**src/hdl/p4io_pkg.sv**
```systemverilog
// p4io_pkg: register map, field positions, reset values and modes of the port four block
// assumes: 32-bit apb, each register on one aligned word at four times its index
package p4io_pkg;

  // ==========================================================
  // register map
  localparam logic [15:0] P4IO_DATA_IDX = 16'hffd7;
  localparam logic [15:0] P4IO_DIR_IDX  = 16'hffe7;
  localparam logic [15:0] P4IO_ALT_IDX  = 16'hfff0;
  localparam logic [31:0] P4IO_DATA_ADDR = {14'h0000, P4IO_DATA_IDX, 2'b00};
  localparam logic [31:0] P4IO_DIR_ADDR  = {14'h0000, P4IO_DIR_IDX, 2'b00};
  localparam logic [31:0] P4IO_ALT_ADDR  = {14'h0000, P4IO_ALT_IDX, 2'b00};

  // ==========================================================
  // reset and read values
  localparam logic [7:0] P4IO_DATA_RESET = 8'hf8;
  localparam logic [7:0] P4IO_DIR_RESET  = 8'hf8;
  localparam logic [7:0] P4IO_DIR_READ   = 8'hff;
  localparam logic [3:0] P4IO_UNUSED_RD  = 4'hf;
  localparam logic [6:0] P4IO_ALT_RESET  = 7'h00;

  // ==========================================================
  // pin positions
  localparam int P4IO_PIN_CLK = 0;
  localparam int P4IO_PIN_RX  = 1;
  localparam int P4IO_PIN_TX  = 2;
  localparam int P4IO_PIN_IRQ = 3;
  localparam int P4IO_NUM_IO  = 3;
  localparam int P4IO_NUM_PIN = 4;

  // ==========================================================
  // alternate function register fields
  localparam int P4IO_ALT_ISEL = 0;
  localparam int P4IO_ALT_SPC  = 1;
  localparam int P4IO_ALT_TE   = 2;
  localparam int P4IO_ALT_RE   = 3;
  localparam int P4IO_ALT_CLOCK_ENABLE_BIT0 = 4;
  localparam int P4IO_ALT_CLOCK_ENABLE_BIT1 = 5;
  localparam int P4IO_ALT_COM  = 6;
  localparam int P4IO_ALT_W    = 7;

  // ==========================================================
  // register select and operating modes
  typedef enum logic [1:0] {P4IO_SEL_NONE, P4IO_SEL_DATA, P4IO_SEL_DIR, P4IO_SEL_ALT} p4io_sel_t;
  typedef enum logic [2:0] {P4IO_ACTIVE, P4IO_SUBACTIVE, P4IO_SLEEP, P4IO_SUBSLEEP, P4IO_WATCH,
                            P4IO_STANDBY} p4io_mode_t;

endpackage : p4io_pkg

```
**src/hdl/p4io_sync.sv**
```systemverilog
// p4io_sync: two-flop synchroniser bank for the pin levels
// assumes: inputs are asynchronous to pclk; pins idle high
module p4io_sync #(
  parameter int W = 4
) (
  input  wire logic         pclk,
  input  wire logic         presetn,
  input  wire logic [W-1:0] async_in,
  output logic      [W-1:0] sync_out
);

  // ==========================================================
  // elaboration check
  if (W < 1) begin : g_bad_width
    $error("p4io_sync: width must be at least one");
  end

  // ==========================================================
  // two stages; the first is read by the second alone
  logic [W-1:0] stage1;

  always_ff @(posedge pclk or negedge presetn) begin
    if (!presetn) begin
      stage1   <= '1;
      sync_out <= '1;
    end else begin
      stage1   <= async_in;
      sync_out <= stage1;
    end
  end

endmodule // p4io_sync

```
**src/hdl/p4io_port.sv**
```systemverilog
// p4io_port: port four, three two-way pins and one input pin, with serial and interrupt pin mux
// assumes: apb master on pclk; serial unit and power control on pclk; pins asynchronous
//
// How it works
// - a data read gives the latch for pins set as outputs and the pin level for pins set as inputs.
// - only data bits 2 to 0 are latches, bit 3 shows the input pin, bits 7 to 4 read as one.
// - reset loads the data register with f8, so the three latches start at zero.
// - a direction bit of one makes its pin an output, zero makes it an input.
// - the direction register is write only, reads all ones, and resets to f8 so pins are inputs.
// - direction and data settings act on a pin only while the serial unit leaves it to the port.
// - pin 2 carries serial transmit when pin control and transmit enable are both set.
// - pin 1 is the serial receive input whenever receive enable is set.
// - pin 0 is clock input on clock enable 1, clock output on clock enable 0 or sync mode, else port.
// - pins float in reset and standby, hold in sleep, subsleep and watch, and work in active and subactive.
//
// Register access over APB was chosen for this implementation.
module p4io_port
  import p4io_pkg::*;
(
  input  wire logic        pclk,
  input  wire logic        presetn,
  input  wire logic        psel,
  input  wire logic        penable,
  input  wire logic        pwrite,
  input  wire logic [31:0] paddr,
  input  wire logic [31:0] pwdata,
  input  wire logic [3:0]  pstrb,
  output logic      [31:0] prdata,
  output logic             pready,
  output logic             pslverr,
  input  wire p4io_mode_t  power_mode,
  input  wire logic        serial_transmit_out,
  input  wire logic        serial_clock_out,
  output logic             serial_receive_in,
  output logic             serial_clock_in,
  output logic             irq_request_n,
  input  wire logic [2:0]  pin_in,
  input  wire logic        pin_irq_in,
  output logic      [2:0]  pin_out,
  output logic      [2:0]  pin_oe_n
);

  // ==========================================================
  // address decode, shared by the read, write and error paths
  function automatic p4io_sel_t reg_sel(input logic [31:0] addr);
    case (addr)
      P4IO_DATA_ADDR: reg_sel = P4IO_SEL_DATA;
      P4IO_DIR_ADDR:  reg_sel = P4IO_SEL_DIR;
      P4IO_ALT_ADDR:  reg_sel = P4IO_SEL_ALT;
      default:        reg_sel = P4IO_SEL_NONE;
    endcase
  endfunction

  // ==========================================================
  // pin synchronisers
  logic [3:0] pin_sync;

  p4io_sync #(
    .W        (P4IO_NUM_PIN)
  ) u_sync (
    .pclk     (pclk),
    .presetn  (presetn),
    .async_in ({pin_irq_in, pin_in}),
    .sync_out (pin_sync)
  );

  // ==========================================================
  // registers
  logic [2:0]           port_four_data;
  logic [2:0]           port_four_direction;
  logic [P4IO_ALT_W-1:0] port_four_altfunc;
  p4io_sel_t            sel;
  logic                 wr_go;

  assign sel   = reg_sel(paddr);
  assign wr_go = psel && penable && pready && pwrite && pstrb[0];

  always_ff @(posedge pclk or negedge presetn) begin
    if (!presetn) begin
      port_four_data <= P4IO_DATA_RESET[2:0];
    end else if (wr_go && sel == P4IO_SEL_DATA) begin
      port_four_data <= pwdata[2:0];
    end
  end

  always_ff @(posedge pclk or negedge presetn) begin
    if (!presetn) begin
      port_four_direction <= P4IO_DIR_RESET[2:0];
    end else if (wr_go && sel == P4IO_SEL_DIR) begin
      port_four_direction <= pwdata[2:0];
    end
  end

  always_ff @(posedge pclk or negedge presetn) begin
    if (!presetn) begin
      port_four_altfunc <= P4IO_ALT_RESET;
    end else if (wr_go && sel == P4IO_SEL_ALT) begin
      port_four_altfunc <= pwdata[P4IO_ALT_W-1:0];
    end
  end

  // ==========================================================
  // alternate function selects
  logic isel;
  logic tx_sel;
  logic rx_sel;
  logic ck_in_sel;
  logic ck_out_sel;

  assign isel       = port_four_altfunc[P4IO_ALT_ISEL];
  assign tx_sel     = port_four_altfunc[P4IO_ALT_SPC] && port_four_altfunc[P4IO_ALT_TE];
  assign rx_sel     = port_four_altfunc[P4IO_ALT_RE];
  assign ck_in_sel  = port_four_altfunc[P4IO_ALT_CLOCK_ENABLE_BIT1];
  assign ck_out_sel = !ck_in_sel &&
                      (port_four_altfunc[P4IO_ALT_CLOCK_ENABLE_BIT0] || port_four_altfunc[P4IO_ALT_COM]);

  // ==========================================================
  // read view of the data register
  logic [7:0] data_view;

  assign data_view = {P4IO_UNUSED_RD, pin_sync[P4IO_PIN_IRQ],
                      (port_four_direction & port_four_data) |
                      (~port_four_direction & pin_sync[2:0])};

  // ==========================================================
  // apb slave: one wait state, so read data come from a flop
  p4io_sel_t rd_sel;
  logic [7:0] next_rdata;

  assign rd_sel = reg_sel(paddr);

  always_comb begin
    next_rdata = 8'h00;
    case (rd_sel)
      P4IO_SEL_DATA: next_rdata = data_view;
      P4IO_SEL_DIR:  next_rdata = P4IO_DIR_READ;
      P4IO_SEL_ALT:  next_rdata = {1'b0, port_four_altfunc};
      default:       next_rdata = 8'h00;
    endcase
  end

  always_ff @(posedge pclk or negedge presetn) begin
    if (!presetn) begin
      pready <= 1'b0;
    end else begin
      pready <= psel && penable && !pready;
    end
  end

  always_ff @(posedge pclk or negedge presetn) begin
    if (!presetn) begin
      prdata  <= 32'h0000_0000;
      pslverr <= 1'b0;
    end else if (psel && penable && !pready) begin
      prdata  <= pwrite ? 32'h0000_0000 : {24'h00_0000, next_rdata};
      pslverr <= (rd_sel == P4IO_SEL_NONE);
    end else begin
      prdata  <= 32'h0000_0000;
      pslverr <= 1'b0;
    end
  end

  // ==========================================================
  // pin drive; port settings matter only where the serial unit leaves the pin
  logic       run_mode;
  logic       hold_mode;
  logic [2:0] next_out;
  logic [2:0] next_oe_n;

  assign run_mode  = (power_mode == P4IO_ACTIVE) || (power_mode == P4IO_SUBACTIVE);
  assign hold_mode = (power_mode == P4IO_SLEEP) || (power_mode == P4IO_SUBSLEEP) ||
                     (power_mode == P4IO_WATCH);

  always_comb begin
    next_out  = port_four_data;
    next_oe_n = ~port_four_direction;
    if (tx_sel) begin
      next_out[P4IO_PIN_TX]  = serial_transmit_out;
      next_oe_n[P4IO_PIN_TX] = 1'b0;
    end
    if (rx_sel) begin
      next_out[P4IO_PIN_RX]  = 1'b0;
      next_oe_n[P4IO_PIN_RX] = 1'b1;
    end
    if (ck_in_sel) begin
      next_out[P4IO_PIN_CLK]  = 1'b0;
      next_oe_n[P4IO_PIN_CLK] = 1'b1;
    end else if (ck_out_sel) begin
      next_out[P4IO_PIN_CLK]  = serial_clock_out;
      next_oe_n[P4IO_PIN_CLK] = 1'b0;
    end
    if (hold_mode) begin
      next_out  = pin_out;
      next_oe_n = pin_oe_n;
    end else if (!run_mode) begin
      next_out  = 3'h0;
      next_oe_n = 3'h7;
    end
  end

  // pins float while reset is low
  always_ff @(posedge pclk or negedge presetn) begin
    if (!presetn) begin
      pin_out  <= 3'h0;
      pin_oe_n <= 3'h7;
    end else begin
      pin_out  <= next_out;
      pin_oe_n <= next_oe_n;
    end
  end

  // ==========================================================
  // levels handed to the serial and interrupt units; idle levels when not selected
  always_ff @(posedge pclk or negedge presetn) begin
    if (!presetn) begin
      serial_receive_in <= 1'b1;
      serial_clock_in   <= 1'b1;
      irq_request_n     <= 1'b1;
    end else begin
      serial_receive_in <= rx_sel ? pin_sync[P4IO_PIN_RX] : 1'b1;
      serial_clock_in   <= ck_in_sel ? pin_sync[P4IO_PIN_CLK] : 1'b1;
      irq_request_n     <= isel ? pin_sync[P4IO_PIN_IRQ] : 1'b1;
    end
  end

  logic rd_done;
  assign rd_done = psel && penable && pready && !pwrite;
endmodule // p4io_port

```
**config.mk**
```make
export PLATFORM = sky130hd
export DESIGN_NAME = p4io_port
export DESIGN_NICKNAME = d
export VERILOG_FILES = /design/src/hdl/p4io_pkg.sv /design/src/hdl/p4io_sync.sv /design/src/hdl/p4io_port.sv
export SDC_FILE = /design/constraint.sdc
export NUM_CORES = 1
export LEC_CHECK = 0
export BUFFER_PORTS_ARGS = -buffer_cell sky130_fd_sc_hd__buf_4
export CAP_MARGIN = 20
export CORE_UTILIZATION = 38
export CTS_BUF_LIST = sky130_fd_sc_hd__clkbuf_16
export CTS_CLUSTER_DIAMETER = 50
export DETAILED_ROUTE_END_ITERATION = 12
export GPL_ROUTABILITY_DRIVEN = 0
export MAX_ROUTING_LAYER = met4
export PLACE_DENSITY_LB_ADDON = 0.15
export SYNTH_ARGS = -nofsm -noshare
export SYNTH_HDL_FRONTEND = slang
export SYNTH_SLANG_ARGS = --single-unit
```
**constraint.sdc**
```tcl
create_clock -name pclk -period 1.4 [get_ports pclk]
set_input_delay 0.28 -clock pclk [delete_from_list [all_inputs] [get_ports pclk]]
set_output_delay 0.28 -clock pclk [all_outputs]
set_load 0.05 [all_outputs]
```
# After elaboration in Yosys (flattened, before gate mapping)
# Cells that the tools add are included.
[word_totals]
regBits = 64
inputBits = 82
output_inout_bits = 43
word_cells = 63
[classes]
eq_ne = 10
mux = 18
n_bitwise = 4
n_reduce_logical = 18
[op_table]
columns = ["op", "n"]
rows = [
  ["$eq 32x18->1 const B", 3],
  ["$pmux 8 s3", 1],
  ["$mux 8", 2],
  ["$mux 1", 12],
  ["$logic_and 1x1->1", 10],
  ["$and 3x3->3", 2],
  ["$eq 3x2->1 const B", 2],
  ["$mux 3", 2],
  ["$pmux 2 s3", 1],
  ["$eq 2x2->1 const B", 2],
  ["$logic_or 1x1->1", 4],
  ["$eq 3x1->1 const B", 1],
  ["$eq 3x3->1 const B", 1],
  ["$logic_not 3->1", 1],
  ["$not 3->3", 1],
  ["$or 3x3->3", 1],
  ["$eq 2x1->1 const B", 1],
  ["$logic_not 1->1", 2],
  ["$logic_not 2->1", 1],
]

# Logic depth before layout (Yosys ltp)
[depth]
word_depth = 6
ltp_mapped = 8
ltp_nobuf = 7

# Modules after synthesis
# Synthesis repeated with hierarchy kept, for this count alone.
[hier_totals]
cells_unflattened = 171
area_unflattened_um2 = 2003.2
[by_module_without_submodules]
columns = ["mod", "instances", "cells_per_inst", "area_per_inst_um2", "seq_area_each_um2"]
rows = [
  ["p4io_port", 1, 163, 1793.0, 808.3],
  ["p4io_sync", 1, 8, 210.2, 210.2],
]

# Least setup slack after synthesis
# No wires, ideal clock.
[synth_path]
kind = "input-to-reg"
startpoint = "input paddr[19]"
endpoint = "register prdata[0]"
setup_time_ps = 72
arrival_ps = 2279
required_time_ps = 1328
setup_slack_ps = -951
stages = 6
path_buffers = 0
cell_sequence = "or4_1 > or3_1 > or2_1 > ha_1 > or4_1 > nor2_1"
[synth_between]
elab_chain_cells = 6
elab_cells_between_ends = 10
cone_classes = "eq/ne: 6; mux: 4"
[synth_lines]
columns = ["item", "line", "source"]
rows = [
  ["start: declaration", "p4io_port.sv:25", "input wire logic [31:0] paddr,"],
  ["$eq 32x18->1", "p4io_port.sv:46", "case (addr)"],
  ["$pmux 2 s3 (*)", "p4io_port.sv:46", ""],
  ["$eq 2x2->1 or $eq 2x1->1 (tied branches)", "p4io_port.sv:134", "case (rd_sel)"],
  ["$pmux 8 s3 (*)", "p4io_port.sv:134", ""],
  ["$mux 8 (*)", "p4io_port.sv:155", "prdata <= pwrite ? 32'h0000_0000 : {24'h00_0000, next_rdata};"],
  ["$mux 8 (*)", "p4io_port.sv:154", "end else if (psel && penable && !pready) begin"],
  ["end signal: assignment", "p4io_port.sv:155", ""],
  ["end: declaration", "p4io_port.sv:28", "output logic [31:0] prdata,"],
]
# Mark *: on every way between the ends. The rest lies on a longest branch, timed or not.
# A chain may end at the register's enable or synchronous reset.

# Worst setup path after layout
[layout_path]
startpoint = "input paddr[19]"
endpoint = "register port_four_data[2]"
[layout_between]
elab_chain_cells = 4
elab_cells_between_ends = 6
cone_classes = "eq/ne: 4; mux: 1; reduce/logical: 1"
[layout_lines]
columns = ["item", "line", "source"]
rows = [
  ["$eq 32x18->1", "p4io_port.sv:46", ""],
  ["$pmux 2 s3 (*)", "p4io_port.sv:46", ""],
  ["$eq 2x1->1 (*)", "p4io_port.sv:81", "end else if (wr_go && sel == P4IO_SEL_DATA) begin"],
  ["$logic_and 1x1->1 (*)", "p4io_port.sv:81", ""],
  ["end signal: assignment", "p4io_port.sv:80", "port_four_data <= P4IO_DATA_RESET[2:0];"],
  ["end signal: assignment", "p4io_port.sv:82", "port_four_data <= pwdata[2:0];"],
  ["end: declaration", "p4io_port.sv:69", "logic [2:0] port_four_data;"],
]
# Marks and branches as above.

==> results.toml <==
[timing]
skew_ns = 0.00192
drv_slew = 0
final-hold-violation-count = 0
finalSetupViolations = 22
timing.final.ws_setup_ns = -0.700
setup_tns_ns = -13.43
rsz0062_at_grt = "yes"
period_share_pct = 150
min_period_ns = 2.10
fmax_ghz = 0.476

[die]
start_util_pct = 40.2
die_h_um = 73.1
row_count = 25
dieArea_um2 = 5350
core_um2 = 4790
ios = 125
fp.dieW_um = 73.1

[logic_synthesis]
yosysMostFrequentCell = "dfrtp_1"
synthTopCellsByArea = "dfrtp_1 34%, dfstp_2 19%, mux2_2 10%, buf_4 9.4%, ha_1 3.3%"
synth_top_area_cell = "dfrtp_1"
synthFlopType = "dfrtp_1"
synth-seq-cells = 40
synth.distinct_cells = 33
synth_area_um2 = 1920
synthCells = 167
synth_edf_count = 0
synth_area_per_cell_um2 = 11.5
ys_seq_area_share_pct = 53.0
synth-async-reset-ratio_pct = 100
ys_warn_count = 0
synth_common_cells = "26 x dfrtp_1, 24 x buf_4, 17 x mux2_2, 14 x dfstp_2"
yosysTopAreaCellShare_pct = 33.8

[power_and_ir_drop]
p_sw_w = 0.000653
pwr-share-comb_pct = 14.3
cellPowerDensity_nw_per_um2 = 902
clkPwrFrac_pct = 40.2
sequentialPowerShare_pct = 45.5
finalPower_w = 0.00262
max-vdd-ir-drop_uv = 478
switching_share_pct = 24.9
intPower_w = 0.00197
p_leak_nw = 1.46

[final_layout]
areaGrowthSynthToFinish_pct = 50.9
diodes = 0
drive_above_1_share_pct = 57.7
nets = 346
fillCellCount = 429

[placement]
port_buffers = 72
place.detailed.hpwl_mm = 3.00

[clock_network]
cts_buffers = 5
cts_tree = "done"
clkLatencyLatePin_ns = 0.28
htreeDepth = 2
clockBufferDepth = 2
clkTransAtPathRegs_ns = 0.05
cts-root-buf = "clkbuf_16"
clkSinkCount = 40

[detailed_routing]
drc = 0
ant_nets = 0
wl_per_cell_um = 11.8
num_vias = 1490
firstDrtPassIters = 4
first_iter_violations = 49
routed_via_density = 4.56
wl_mm = 3.87

[global_route]
grt_use_met3_pct = 4.14
overflow = 0
grtUsageMet2_pct = 26.9
grt.busiest_layer = "met2"
grt_antenna_before_repair = 0
grt_usage_pct = 16.4
grt_max_degree = 41
met1_usage_pct = 18.9
grt_pass1_wl_mm = 6.33
first_global_vias = 1452

[hold_path]
min_path_type = "input pin to flip-flop"
min_path_cells = 1
min_to = "u_sync.stage1[0]"
hp-start = "pin_in[0]"

[critical_path]
crit_arrival_ns = 2.26
crit_slowest_cell = "or4_4"
startpoint_type = "input pin"
crit_path_end_kind = "flip-flop"
path_common_cell = "buf_6"
r2r_setup_slack_ns = -0.13
reg2reg_from = "pready"
critPathMaxFanout = 5
worstPathRequired_ns = 1.56
cp_cell_sequence = "buf_6, or4_4, or3_4, or2_4, buf_6, ha_4, nand2_4, mux2_4"
criticalPathCategory = "input pin to flip-flop"
rr_endpoint = "prdata[4]"
r2r_cells = 3
max_stage_delay_ns = 0.52

[status]
failed_checks = "negative setup slack"
status = "finished with violations"

[job]
maxCapViolCount = 0
cell families after synthesis:
family                     synth area share, %
buffers and inverters                     10.7
DFF                                       53.0
adders and majority gates                 3.25
muxes                                     11.0
other                                    0.195
and+or+nand+nor                           14.7
AOI/OAI and AO/OA                         7.16
metrics by stage:
stage                     cells  utilization [%]  hold slack, ns  setup WS (ns)  area [um2]
after global routing        327             60.7          0.0997         -0.729        2900
after global placement      315             54.6           0.281          -1.07        2610
final                       327             60.7           0.107         -0.700        2900
after floorplan             190                -         -0.0156         -0.880        2090
after detailed placement    315             54.6           0.283          -1.08        2610
after CTS                   326             59.8           0.100         -0.656        2860
layout make-up:
type	instances	area (um2)	area share (%)
Inverter	5	18.8	0.647
Timing Repair Buffer	88	678	23.4
Tap cell	67	83.8	2.89
Clock buffer	5	125	4.31
Multi-Input combinational cell	119	965	33.2
Clock inverter	3	13.8	0.474
Sequential cell	40	1020	35.1
cells in the final DEF, fill, tap and decap left out, drive strengths merged, types with 2 or more instances in the layout:
cell	count
conb	24
a21oi	6
or2	2
nor4	2
nor3	4
clkbuf	5
o22ai	2
o21ai	3
nand2	12
mux2	17
buf	87
dfstp	14
nor4b	4
nand4	2
dfrtp	26
and4b	3
inv	5
nand2b	3
or4	3
nor2	12
clkinv	3
ha	5
mux2i	2
or3	2
a221oi	4
power groups by stage:
stage / clock, W / combinational, W / sequential (W)
final: 0.00105 / 0.000375 / 0.00119
after global routing: 0.00112 / 0.000403 / 0.00119
after CTS: 0.00109 / 0.000374 / 0.00119
after detailed placement: 0 / 0.000362 / 0.00121
after global placement: 0 / 0.000360 / 0.00121
after floorplan: 0 / 0.000227 / 0.00123
flip-flops by register name (all words and copies together) (netlist names), 3 cells and up:
name,flops
u_sync.stage1,4
port_four_direction,3
pin_oe_n,3
port_four_data,3
prdata,8
u_sync.sync_out,4
pin_out,3
port_four_altfunc,7
per-layer routing:
layer | routed length (um) | share of wire, %
met1 | 1620 | 42
met4 | 68 | 1.8
met2 | 1930 | 50
met3 | 254 | 6.6
met5 | 0 | 0
critical path, delay by kind of cell:
kind / cells / cell delay (ns)
adders and majority gates: 1 / 0.18
and+or+nand+nor: 4 / 1.28
muxes: 1 / 0.30
buffers and inverters: 2 / 0.22
worst max-delay path by stage:
stage | start | endpoint | slack [ns] | cells after the start
final | paddr[19] | port_four_data[2] | -0.70 | 8
after global routing | paddr[19] | port_four_data[2] | -0.73 | 8
after CTS | paddr[18] | port_four_data[2] | -0.66 | 8
after detailed placement | paddr[21] | prdata[2] | -1.08 | 9
after global placement | paddr[21] | prdata[3] | -1.07 | 8
after floorplan | paddr[19] | prdata[0] | -0.88 | 6
what timing repair did:
action | in CTS | in global routing
pin swaps | 11 | 7
hold buffers | 1 | 0
cloned | 0 | 0
endpoints found under the hold margin | 26 | 0
resized for setup | 17 | 7
endpoints found under the setup margin | 22 | 22
buffers inserted | 2 | 1
Note: power is estimated with default switching activity, not from simulation.
